<file path="src/hdl/psw_pkg.sv">
/*
  psw_pkg: constants, kind codes and carriers for the segment walker.
  assumes: one clock domain, segment area delivered byte by byte.
*/
package psw_pkg;
  localparam int LEN_W = 16;                  // segment length width
  localparam logic [15:0] HDR_BYTES = 16'h0004; // segment header size
  localparam logic [15:0] MIN_BODY  = 16'h0004; // least known body
  localparam logic [7:0]  FLAG_KNOWN = 8'h07;   // bit0 is byte order
  localparam int BYTE_ORDER_BIT = 0;
  localparam logic [7:0]  VENDOR_LO = 8'h80;    // vendor kind range
  // kind codes of the 2.0 set
  localparam logic [7:0] K_PAYLOAD   = 8'h15;
  localparam logic [7:0] K_KEYLESS   = 8'h14;
  localparam logic [7:0] K_FRAG      = 8'h16;
  localparam logic [7:0] K_KL_FRAG   = 8'h17;
  localparam logic [7:0] K_AVAIL     = 8'h07;
  localparam logic [7:0] K_ACK       = 8'h06;
  localparam logic [7:0] K_GAP       = 8'h08;
  localparam logic [7:0] K_FRAG_AV   = 8'h13;
  localparam logic [7:0] K_FRAG_REQ  = 8'h12;
  localparam logic [7:0] K_SRC_CTX   = 8'h0c;
  localparam logic [7:0] K_REPLY_CTX = 8'h0f;
  localparam logic [7:0] K_DEST_CTX  = 8'h0e;
  localparam logic [7:0] K_TS_CTX    = 8'h09;
  // revisions, major in the upper byte
  localparam logic [15:0] REV_1_0 = 16'h0100;
  localparam logic [15:0] REV_1_1 = 16'h0101;
  localparam logic [15:0] REV_2_0 = 16'h0200;
  localparam logic [15:0] MAKER_UNKNOWN = 16'h0000; // arbitrary value
  // source context body: revision at 4..5, maker at 6..7
  localparam logic [15:0] SRC_REV_OFF   = 16'h0004;
  localparam logic [15:0] SRC_MAKER_OFF = 16'h0006;
  // element checks
  localparam logic signed [63:0] SEQ_FIRST   = 64'sh1;
  localparam logic signed [63:0] SEQ_UNKNOWN = 64'sh8000000000000000;
  localparam logic signed [63:0] SEQ_MAX     = 64'sh7fffffffffffffff;
  localparam logic [31:0] FRAG_FIRST = 32'h1;
  // register word indices and fields
  localparam logic [1:0] REG_CTRL = 2'h0;
  localparam logic [1:0] REG_STAT = 2'h1;
  localparam logic [1:0] REG_CTX  = 2'h2;
  localparam int CTRL_VEN_EN = 16;

  typedef enum logic [3:0] {
    ST_IDLE = 4'b0001, ST_HDR = 4'b0010,
    ST_BODY = 4'b0100, ST_SKIP = 4'b1000
  } psw_state_e;

  typedef struct packed {
    logic             valid;    // byte present
    logic             first;    // first byte of segment area
    logic             last;     // last byte of message
    logic [LEN_W-1:0] msg_len;  // segment area bytes, on first
    logic             hdr_ok;   // message header valid, on first
    logic [15:0]      hdr_rev;  // header revision, on first
    logic [15:0]      hdr_maker; // header maker code, on first
    logic [7:0]       data;
  } psw_beat_s;

  typedef struct packed {
    logic       valid;
    logic [7:0] data;
    logic [7:0] kind;
    logic [7:0] flags;    // known flags only
    logic       start;    // first body byte
    logic       deliver;  // endpoint segment
    logic       ctx_upd;  // context segment
  } psw_out_s;

  typedef struct packed {
    logic signed [63:0] seq;
    logic signed [63:0] set_base;
    logic [7:0]         set_top;  // highest member offset
    logic [31:0]        frag;
  } psw_chk_s;

  typedef struct packed {
    logic seq_ok;       // at least the first number
    logic seq_unknown;  // reserved unknown value
    logic set_ok;       // set minimum and span valid
    logic frag_ok;      // fragment index from one
  } psw_chk_res_s;

  typedef struct packed {
    logic [15:0] rev;     // revision in effect
    logic [15:0] maker;   // maker code in effect
    logic        is_1_0;  // special revision flags
    logic        is_1_1;
    logic        is_2_0;
  } psw_ctx_s;

  function automatic logic psw_known(input logic [7:0] k);
    case (k)
      K_PAYLOAD, K_KEYLESS, K_FRAG, K_KL_FRAG, K_AVAIL, K_ACK,
      K_GAP, K_FRAG_AV, K_FRAG_REQ, K_SRC_CTX, K_REPLY_CTX,
      K_DEST_CTX, K_TS_CTX: psw_known = 1'b1;
      default:              psw_known = 1'b0;
    endcase
  endfunction

  function automatic logic psw_is_ctx(input logic [7:0] k);
    psw_is_ctx = (k == K_SRC_CTX) || (k == K_REPLY_CTX) ||
                 (k == K_DEST_CTX) || (k == K_TS_CTX);
  endfunction
endpackage

</file>
<file path="src/hdl/psw_walker.sv">
/*
  psw_walker: walks the segment list of one received message.
  assumes: whole messages arrive one byte per beat, synchronous to
  core_clk, first beat carries area length and header context.
*/
// Function
// - short header tail invalidates rest
// - length field locates next segment
// - unknown kinds skipped, parsing continues
// - vendor kinds from unknown maker skipped
// - unknown flag bits ignored
// - next segment only from length field
// - invalid known segment invalidates rest
// - only header and source context kind update context
// - endpoint kinds delivered to endpoint
// - sequence number is signed 64 bits
// - first sequence one, unknown value reserved
// - set minimum at least one, span below 256
// - set is base plus 256-bit bitmap; here only base and 8-bit top offset are checked
// - fragment index unsigned 32, from one
// - revision decoded, 1.0 1.1 2.0 recognised
// - unknown maker code never recognised
// - flag bit zero selects byte order
// - length zero runs to message end
// - context reset at each new message
`timescale 1ns/1ps
module psw_walker (
  input  wire logic                  core_clk,
  input  wire logic                  rstn,
  input  wire psw_pkg::psw_beat_s    beat,
  output psw_pkg::psw_out_s          out,
  output logic                       msg_err,
  input  wire psw_pkg::psw_chk_s     chk,
  output psw_pkg::psw_chk_res_s      chk_res,
  output psw_pkg::psw_ctx_s          ctx,
  input  wire logic [1:0]            reg_addr,
  input  wire logic [31:0]           reg_wdata,
  input  wire logic                  reg_wr,
  input  wire logic                  reg_rd,
  output logic [31:0]                reg_rdata
);
  import psw_pkg::*;

  // all state but the reset chain in one record
  typedef struct packed {
    psw_state_e       st;
    logic [LEN_W-1:0] rem;       // bytes left incl. next beat
    logic [1:0]       hcnt;      // header byte index
    logic [7:0]       kind;
    logic [7:0]       flags;
    logic [7:0]       len_b0;    // first length byte on wire
    logic [LEN_W-1:0] seg_left;  // body bytes left
    logic             to_end;    // runs to message end
    logic             emit;      // body passed downstream
    logic [LEN_W-1:0] boff;      // body offset
    logic [15:0]      known_maker;
    logic             ven_en;
    logic [15:0]      err_cnt;
    logic [15:0]      skip_cnt;
    psw_ctx_s         ctx;
    psw_out_s         o;
    logic             err_p;
    psw_chk_res_s     cres;
    logic [31:0]      rdata;
  } psw_regs_s;

  psw_regs_s        q;          // registered state
  psw_regs_s        n;          // next state
  logic [1:0]       rst_sh;     // reset release chain
  logic             rst_ok;     // synchronised reset, high = run
  psw_state_e       st_c;       // state seen by this beat
  logic [LEN_W-1:0] rem_c;      // remaining seen by this beat
  logic [1:0]       hcnt_c;
  logic [LEN_W-1:0] len_c;      // decoded segment length
  logic [LEN_W-1:0] avail_c;    // body bytes the message holds
  logic             hdr_dec;    // fourth header byte now
  logic             short_c;    // header cannot fit
  logic             emit_c;     // segment goes downstream
  logic             maker_ok;   // vendor extensions recognised

  // reset released through two flops, asserted at once
  always_ff @(posedge core_clk or negedge rstn) begin
    if (!rstn) begin
      rst_sh <= 2'b00;
    end else begin
      rst_sh <= {rst_sh[0], 1'b1};
    end
  end
  assign rst_ok = rst_sh[1];

  // next state
  always_comb begin
    n = q;
    n.o.valid = 1'b0;
    n.o.start = 1'b0;
    n.err_p   = 1'b0;
    // a new message restarts the walk
    st_c   = beat.first ? ST_HDR : q.st;
    rem_c  = beat.first ? beat.msg_len : q.rem;
    hcnt_c = beat.first ? 2'b00 : q.hcnt;
    // byte order picks which wire byte is high
    len_c = q.flags[BYTE_ORDER_BIT] ? {beat.data, q.len_b0}
                                    : {q.len_b0, beat.data};
    avail_c  = rem_c - 16'h0001;
    hdr_dec  = beat.valid && st_c == ST_HDR && hcnt_c == 2'b11;
    short_c  = beat.valid && st_c == ST_HDR && hcnt_c == 2'b00 &&
               rem_c < HDR_BYTES;
    // unknown maker is never a match, even if programmed
    maker_ok = q.ven_en && q.ctx.maker != MAKER_UNKNOWN &&
               q.ctx.maker == q.known_maker;
    // outside the set, or vendor range without maker, is skipped
    emit_c = psw_known(q.kind) ||
             (q.kind >= VENDOR_LO && maker_ok);

    if (beat.valid && beat.first) begin
      // defaults first, then a valid header may load
      n.ctx.rev   = REV_2_0;
      n.ctx.maker = MAKER_UNKNOWN;
      if (beat.hdr_ok) begin
        n.ctx.rev   = beat.hdr_rev;
        n.ctx.maker = beat.hdr_maker;
      end
    end

    if (beat.valid) begin
      n.st   = st_c;
      n.hcnt = hcnt_c;
      n.rem  = rem_c - 16'h0001;
      case (st_c)
        ST_HDR: begin
          if (short_c) begin
            // tail too small for a header
            n.st    = ST_SKIP;
            n.err_p = 1'b1;
          end else begin
            n.hcnt = hcnt_c + 2'b01;
            case (hcnt_c)
              2'b00:   n.kind   = beat.data;
              2'b01:   n.flags  = beat.data;
              2'b10:   n.len_b0 = beat.data;
              default: begin
                n.hcnt = 2'b00;
                n.boff = '0;
                if (len_c != '0 && len_c > avail_c) begin
                  // boundary beyond message end
                  n.st    = ST_SKIP;
                  n.err_p = 1'b1;
                end else if (psw_known(q.kind) && len_c != '0 &&
                             len_c < MIN_BODY) begin
                  // known kind too short to be valid
                  n.st    = ST_SKIP;
                  n.err_p = 1'b1;
                end else begin
                  n.to_end   = (len_c == '0);
                  n.seg_left = len_c;
                  n.emit     = emit_c;
                  n.st       = (len_c == '0 && avail_c == '0) ?
                               ST_IDLE : ST_BODY;
                  if (!emit_c) begin
                    n.skip_cnt = q.skip_cnt + 16'h0001;
                  end
                end
              end
            endcase
          end
        end
        ST_BODY: begin
          n.boff = q.boff + 16'h0001;
          if (q.emit) begin
            n.o.valid = 1'b1;
            n.o.data  = beat.data;
            n.o.kind  = q.kind;
            n.o.flags = q.flags & FLAG_KNOWN;
            n.o.start = (q.boff == '0);
            n.o.deliver = psw_known(q.kind) &&
                          !psw_is_ctx(q.kind);
            n.o.ctx_upd = psw_is_ctx(q.kind);
          end
          // source context carries revision and maker
          if (q.kind == K_SRC_CTX) begin
            if (q.boff == SRC_REV_OFF) begin
              n.ctx.rev[15:8] = beat.data;
            end
            if (q.boff == SRC_REV_OFF + 16'h0001) begin
              n.ctx.rev[7:0] = beat.data;
            end
            if (q.boff == SRC_MAKER_OFF) begin
              n.ctx.maker[15:8] = beat.data;
            end
            if (q.boff == SRC_MAKER_OFF + 16'h0001) begin
              n.ctx.maker[7:0] = beat.data;
            end
          end
          // boundary from the length only, never the body
          if (!q.to_end) begin
            n.seg_left = q.seg_left - 16'h0001;
            if (q.seg_left == 16'h0001) begin
              n.st = ST_HDR;
            end
          end
        end
        ST_SKIP: begin
          // rest of message dropped
          n.st = ST_SKIP;
        end
        default: n.st = ST_IDLE;   // idle: stray bytes ignored
      endcase
      if (beat.last) begin
        n.st = ST_IDLE;
      end
    end
    if (n.err_p) begin
      n.err_cnt = q.err_cnt + 16'h0001;
    end

    // revision decode
    n.ctx.is_1_0 = (n.ctx.rev == REV_1_0);
    n.ctx.is_1_1 = (n.ctx.rev == REV_1_1);
    n.ctx.is_2_0 = (n.ctx.rev == REV_2_0);

    // element checks, signed 64-bit except the unsigned 32-bit fragment index, no wrap handling
    n.cres.seq_ok      = chk.seq >= SEQ_FIRST;
    n.cres.seq_unknown = chk.seq == SEQ_UNKNOWN;
    // top offset is 8 bits, so span stays below 256
    n.cres.set_ok  = chk.set_base >= SEQ_FIRST &&
                     chk.set_base <= SEQ_MAX - $signed({56'h0,
                                                        chk.set_top});
    n.cres.frag_ok = chk.frag >= FRAG_FIRST;

    // register port, read data in the next cycle only
    n.rdata = 32'h0;
    if (reg_wr && reg_addr == REG_CTRL) begin
      n.known_maker = reg_wdata[15:0];
      n.ven_en      = reg_wdata[CTRL_VEN_EN];
    end
    if (reg_rd) begin
      case (reg_addr)
        REG_CTRL: n.rdata = {15'h0, q.ven_en, q.known_maker};
        REG_STAT: n.rdata = {q.skip_cnt, q.err_cnt};
        REG_CTX:  n.rdata = {q.ctx.rev, q.ctx.maker};
        default:  n.rdata = 32'h0;   // unmapped reads zero
      endcase
    end
  end

  // state register
  always_ff @(posedge core_clk or negedge rst_ok) begin
    if (!rst_ok) begin
      q           <= '0;
      q.st        <= ST_IDLE;
      q.ctx.rev   <= REV_2_0;
      q.ctx.is_2_0 <= 1'b1;
      q.ctx.maker <= MAKER_UNKNOWN;
    end else begin
      q <= n;
    end
  end

  assign out       = q.o;
  assign msg_err   = q.err_p;
  assign chk_res   = q.cres;
  assign ctx       = q.ctx;
  assign reg_rdata = q.rdata;
endmodule

</file>
<file path="config.mk">
export PLATFORM = sky130hd
export DESIGN_NAME = psw_walker
export DESIGN_NICKNAME = d
export VERILOG_FILES = /design/src/hdl/psw_pkg.sv /design/src/hdl/psw_walker.sv
export SDC_FILE = /design/constraint.sdc
export NUM_CORES = 1
export LEC_CHECK = 0
export ABC_AREA = 0
export BUFFER_PORTS_ARGS = -buffer_cell sky130_fd_sc_hd__buf_2
export CAP_MARGIN = 40
export CORE_MARGIN = 4
export CORE_UTILIZATION = 54
export DETAILED_ROUTE_END_ITERATION = 10
export PLACE_DENSITY = 0.82
export SLEW_MARGIN = 10
export SYNTH_ARGS = -nofsm -noshare
export SYNTH_HDL_FRONTEND = slang
export SYNTH_SLANG_ARGS = --single-unit
export TNS_END_PERCENT = 10
</file>
<file path="constraint.sdc">
create_clock -name core_clk -period 8.3 [get_ports core_clk]
set_input_delay 0.415 -clock core_clk [delete_from_list [all_inputs] [get_ports core_clk]]
set_output_delay 0.415 -clock core_clk [all_outputs]
set_load 0.02 [all_outputs]
</file>
# Word-level counts from Yosys, hierarchy flattened
# Memory sizes are Yosys's and may differ from the RTL's.
# Cells that the tools add are included.
dict set report word_totals {
  ff_bits 226
  rom_bits 96
  input_bits 266
  out_inout_bits 100
  n_memories 3
}
dict set report classes {
  add_sub_neg 7
  order_cmp 8
  eq_ne 26
  n_mux 55
  n_bitwise 5
  reduce_logical 37
}
# memory depth width read_ports rd_clocked_by_memory_dff wr line
set mem_list {}
lappend mem_list {{(name not given)} 32 1 1 0 0 psw_pkg.sv:94} ;# case (k)
lappend mem_list {{(name not given)} 32 1 1 0 0 psw_pkg.sv:94}
lappend mem_list {{(name not given)} 32 1 1 0 0 psw_pkg.sv:94}
# op n
set op_table {}
lappend op_table {{$mux W32} 6}
lappend op_table {{$ge A64 B2 Y1 const B} 2}
lappend op_table {{$pmux W32 S3} 1}
lappend op_table {{$eq A16 B3 Y1 const B} 4}
lappend op_table {{$eq A64 B64 Y1 const B} 1}
lappend op_table {{$le A64 B64 Y1} 1}
lappend op_table {{$pmux W16 S2} 2}
lappend op_table {{$sub A63 B8 Y64 const A} 1}
lappend op_table {{$mux W60} 1}
lappend op_table {{$mux W28} 2}
lappend op_table {{$mux W8} 7}
lappend op_table {{$add A16 B1 Y16 const B} 3}
lappend op_table {{$logic_not A16 Y1} 3}
lappend op_table {{$mux W16} 3}
lappend op_table {{$mux W18} 2}
lappend op_table {{$mux W34} 1}
lappend op_table {{$eq A16 B9 Y1 const B} 2}
lappend op_table {{$eq A8 B4 Y1 const B} 4}
lappend op_table {{$ge A32 B1 Y1 const B} 1}
lappend op_table {{$lt A16 B3 Y1 const B} 2}
lappend op_table {{$mux W4} 8}
lappend op_table {{$reduce_bool A16 Y1} 2}
lappend op_table {{$sub A16 B1 Y16 const B} 2}
lappend op_table {{$mux W29} 1}
lappend op_table {{other kinds (29)} 76}

# Longest topological paths before layout
dict set report depth {
  word_depth 17
  mapped_depth 20
}

# Worst setup path before layout
# OpenSTA, ideal clock, no wires.
dict set report synth_path {
  kind {input to register}
  startpoint {input port beat[58] in the netlist's numbering}
  endpoint {register q[117] in the netlist's numbering}
  arrival_time_ns 4.047
  required_time_ns 8.175
  setup_slack_ns 4.129
  cell_stages 19
  cell_sequence {buf_6 -> buf_4 -> buf_2 -> mux2i_1 -> ha_1 -> o221ai_2 -> nor2_1 -> o21ai_0 -> xnor2_1 -> ha_1 -> nand4_1 -> nor2_1 -> nand4_1 -> or2_2 -> o21ai_1 -> o21a_1 -> buf_6 -> buf_6 -> mux2_2}
}
dict set report synth_via {
  elab_chain_len 9
}
# element line
set synth_rtl {}
lappend synth_rtl {{from (decl)} psw_walker.sv:30} ;# input wire psw_pkg::psw_beat_s beat,
lappend synth_rtl {{$mux W16} psw_walker.sv:99} ;# rem_c = beat.first ? beat.msg_len : q.rem;
lappend synth_rtl {{$sub A16 B1 Y16} psw_walker.sv:104} ;# avail_c = rem_c - 16'h0001;
lappend synth_rtl {{named net avail_c[0]} psw_walker.sv:75} ;# logic [LEN_W-1:0] avail_c;
lappend synth_rtl {{$gt A16 B16 Y1} psw_walker.sv:144} ;# if (len_c != '0 && len_c > avail_c) begin
lappend synth_rtl {{$logic_and A1 B1 Y1} psw_walker.sv:144}
lappend synth_rtl {{$mux W1} psw_walker.sv:144}
lappend synth_rtl {{$mux W1} psw_walker.sv:137} ;# case (hcnt_c)
lappend synth_rtl {{$mux W1} psw_walker.sv:131} ;# if (short_c) begin
lappend synth_rtl {{$mux W1} psw_walker.sv:129} ;# case (st_c)
lappend synth_rtl {{$mux W29} psw_walker.sv:125} ;# if (beat.valid) begin
lappend synth_rtl {{to (signal assigned)} psw_walker.sv:255} ;# q <= n;
lappend synth_rtl {{to (decl)} psw_walker.sv:67} ;# psw_regs_s q;
# The timed path passes the listed nets, and every way through them passes these cells.
# A chain may end at the register's enable or synchronous reset.

# Worst setup path after layout
dict set report layout_path {
  startpoint {register q[213] in the netlist's numbering}
  endpoint {register q[117] in the netlist's numbering}
}
dict set report layout_via {
  elab_chain_len 9
}
# element line
set layout_rtl {}
lappend layout_rtl {{$mux W16 *} psw_walker.sv:99}
lappend layout_rtl {{$sub A16 B1 Y16} psw_walker.sv:104}
lappend layout_rtl {{$gt A16 B16 Y1} psw_walker.sv:144}
lappend layout_rtl {{$logic_and A1 B1 Y1} psw_walker.sv:144}
lappend layout_rtl {{$mux W1} psw_walker.sv:144}
lappend layout_rtl {{$mux W1} psw_walker.sv:137}
lappend layout_rtl {{$mux W1 *} psw_walker.sv:131}
lappend layout_rtl {{$mux W1 *} psw_walker.sv:129}
lappend layout_rtl {{$mux W29 *} psw_walker.sv:125}
# Every way passes the cells marked *; elsewhere a longest branch is shown, timed or not.

==> flow_summary.yaml <==
run_status:
  status: "completed"
worst_setup_path:
  critical_path_required_ns: 8.72
  crit_path_end_kind: "flop"
  cp.arrival_ns: 5.06
  worstSetupPathType: "flop to flop"
  worst-path-max-fanout: 18
  crit_path_frequent_cell: "nand4_1"
  startpoint_type: "flop"
  max_stage_delay_ns: 0.71
  cpMaxStageDelayCell: "o21a_1"
  cp_cell_sequence: "nor4_4, o22ai_2, nor4_1, xnor2_1, mux2i_1, inv_1, ha_1, nand4_1, nor2_1, nand4_1, or2_2, o21ai_1, o21a_1, mux2_2"
die:
  die_x_um: 166
  coreArea_sq_um: 24400
  dieArea_sq_um: 27400
  fp-row-count: 57
  fp.dieH_um: 166
  start_util_pct: 55.0
  io_pins: 366
sta:
  fin_skew_ns: 0.0280
  finalCriticalPeriod_ns: 4.64
  max_freq_mhz: 215
  setup_viol: 0
  slew_violations: 0
  final.setup.tns_ns: 0
  period_share_pct: 55.9
  max-slew-margin-rel_pct: 42.7
  grt_setup_unrepaired: "no"
  finalHoldViolCount: 0
  tightest_slew_ns: 0.853
final_layout:
  layout.cells.most_common: "buf_2"
  finalInstanceArea_sq_um: 15500
  nFillCells: 1994
  drive_gt1_share_pct: 31.1
  areaGrowthSynthToFinish_pct: 15.5
  final_cells: 1965
  final_cell_mix: "buf_2, dfrtp_1, o21ai_0, nand2_1, mux2_2"
  fin_nets: 1929
grt:
  grt_pass1_wl_mm: 62.2
  grt_antenna_before_repair: 2
  gr-total-overflow: 0
  grt_usage_pct: 28.6
  grt_pass1_vias: 11400
  grt_start_max_net_pins: 67
pwr:
  power.share.switching_pct: 31.7
  seqPwrFrac_pct: 42.6
  p_clk_share_pct: 34.1
  p_int_w: 0.00214
  p_comb_share_pct: 23.2
  leakagePower_nw: 7.51
  power_density_nw_per_um2: 202
  ir_drop_v: 0.000192
  power.switching_w: 0.000989
clock_tree:
  cts_resized: 0
  cts_tree: "done"
  cts-root-buf: "clkbuf_16"
  clockBufferDepth: 3
  htreeDepth: 1
  clk_pin_slew_ns: 0.06
  post-cts-setup-buffers: 0
  clock_latency_ns: 0.54
  holdBufCountCts: 1
  cts_buffers: 24
  clkSinkCount: 221
place:
  place.detailed.hpwl_mm: 30.3
  place_area_sq_um: 14700
  place_congestion: 0.985
  io_buffers: 345
  place_inst: 1920
drt:
  postRouteWirelength_mm: 40.3
  drc: 0
  wl_per_cell_um: 20.5
  ant_nets: 0
  firstDrtPassIters: 5
  drt_iter0_drc: 1127
  vias: 11700
  viasPerCell: 5.95
logic_synthesis:
  yosysSeqAreaShare_pct: 41.3
  ys.flop_type: "dfrtp_1"
  netlist_instances: 1400
  synthDistinctLibCells: 75
  yosysWarnings: 0
  ys_async_sr_fraction_pct: 100
  ys_ff_latch: 221
  synth_area_sq_um: 13400
  synth-edff-count: 0
  avgSynthCellArea_sq_um: 9.57
worst_hold_path:
  min_path_type: "primary input to flop"
flow_run:
  cap_violations: 0
[cell usage after synthesis, drive strengths merged (5+ instances only)]
cell    number  area (sq um)
a21oi       68           340
a22oi       25           188
a32oi        5          43.8
and2        29           183
and3        36           225
buf        119           866
clkbuf      46           173
dfrtp      218          5460
ha          39           488
inv         38           143
mux2        79           890
mux2i       35           354
nand2      104           390
nand3       28           140
nand4       42           263
nor2        67           251
nor2b       27           176
nor3        47           262
nor3b        5          37.5
nor4        77           563
nor4b        6          95.1
o21ai      111           567
or2          5          31.3
or3          7          43.8
or4          5          41.3
xnor2       19           166
xor2        58           508
[worst max-delay path, delay by kind of cell, from the launching register on]
kind                     cells  cell delay, ns
flip-flops                   1            0.44
AND/OR/NAND/NOR              6            1.59
AO/OA/AOI/OAI                3            1.29
XOR/XNOR                     1            0.11
adder cells (fa/ha/maj)      1            0.31
multiplexers                 2            0.70
buffers and inverters        1            0.10
[path summary, 6_finish.rpt]
path	start	end	slack (ns)	cells after the start
setup / recovery	q[213]	q[117]	3.66	14
hold / removal	chk[167]	chk_res[3]	0.07	2
setup reg to reg	q[213]	q[117]	3.66	14
hold reg to reg	rst_sh[1]	chk_res[0]	0.20	0
max in group asynchronous	rst_sh[1]	q[161]	6.68	2
min in group asynchronous	rst_sh[1]	chk_res[0]	0.20	0
[cell type report]
cell class                      count  area (sq um)  area share, %
Multi-Input combinational cell    979          6710           43.3
Clock buffer                       37           729           4.71
Antenna cell                        1          2.50         0.0162
Sequential cell                   221          5540           35.8
Timing Repair Buffer              359          1890           12.2
Tap cell                          324           405           2.62
Inverter                           39           146          0.945
Clock inverter                      5          61.3          0.396
[kinds of logic (layout without fill, tap and decap cells)]
kind of cell             after synthesis  count (layout)  share of synthesized area [%]
flip-flops                           221             221                           41.3
buffers and inverters                204             440                           8.84
multiplexers                         114             114                           9.28
other                                  2               7                         0.0560
AO/OA/AOI/OAI                        246             246                           10.9
AND/OR/NAND/NOR                      497             497                           21.0
adder cells (fa/ha/maj)               39              39                           3.64
XOR/XNOR                              77              77                           5.03
[power groups by stage]
| stage | Sequential (W) | Clock, W | Combinational [W] |
|---|---|---|---|
| floorplan | 0.00131 | 0 | 0.000521 |
| global placement | 0.00135 | 0 | 0.000677 |
| detailed placement | 0.00135 | 0 | 0.000712 |
| CTS | 0.00133 | 0.00108 | 0.000720 |
| global route | 0.00135 | 0.00112 | 0.000803 |
| finish | 0.00133 | 0.00107 | 0.000726 |
[registers in the layout (all words and copies together) (netlist names)]
register / count
msg_err: 1
q: 124
out: 23
chk_res: 4
rst_sh: 2
reg_rdata: 32
ctx: 35
[metal layers]
metal / GRT usage, % / wire, um
met5: 0 / 0
met2: 47.6 / 19300
met3: 4.19 / 3360
met4: 7.05 / 1080
met1: 39.6 / 16600
[per-stage QoR]
stage | power, W | hold slack (ns) | util (%) | setup WS [ns]
final | 0.00313 | 0.0709 | 63.5 | 3.66
after global routing | 0.00327 | 0.0720 | 63.5 | 3.38
after floorplan | 0.00183 | 0.119 | - | 1.69
after global placement | 0.00202 | 0.201 | 59.8 | 3.17
after CTS | 0.00312 | 0.0637 | 63.4 | 3.46
after detailed placement | 0.00206 | 0.203 | 60.1 | 2.98
Note: power is estimated with default switching activity, not from simulation.
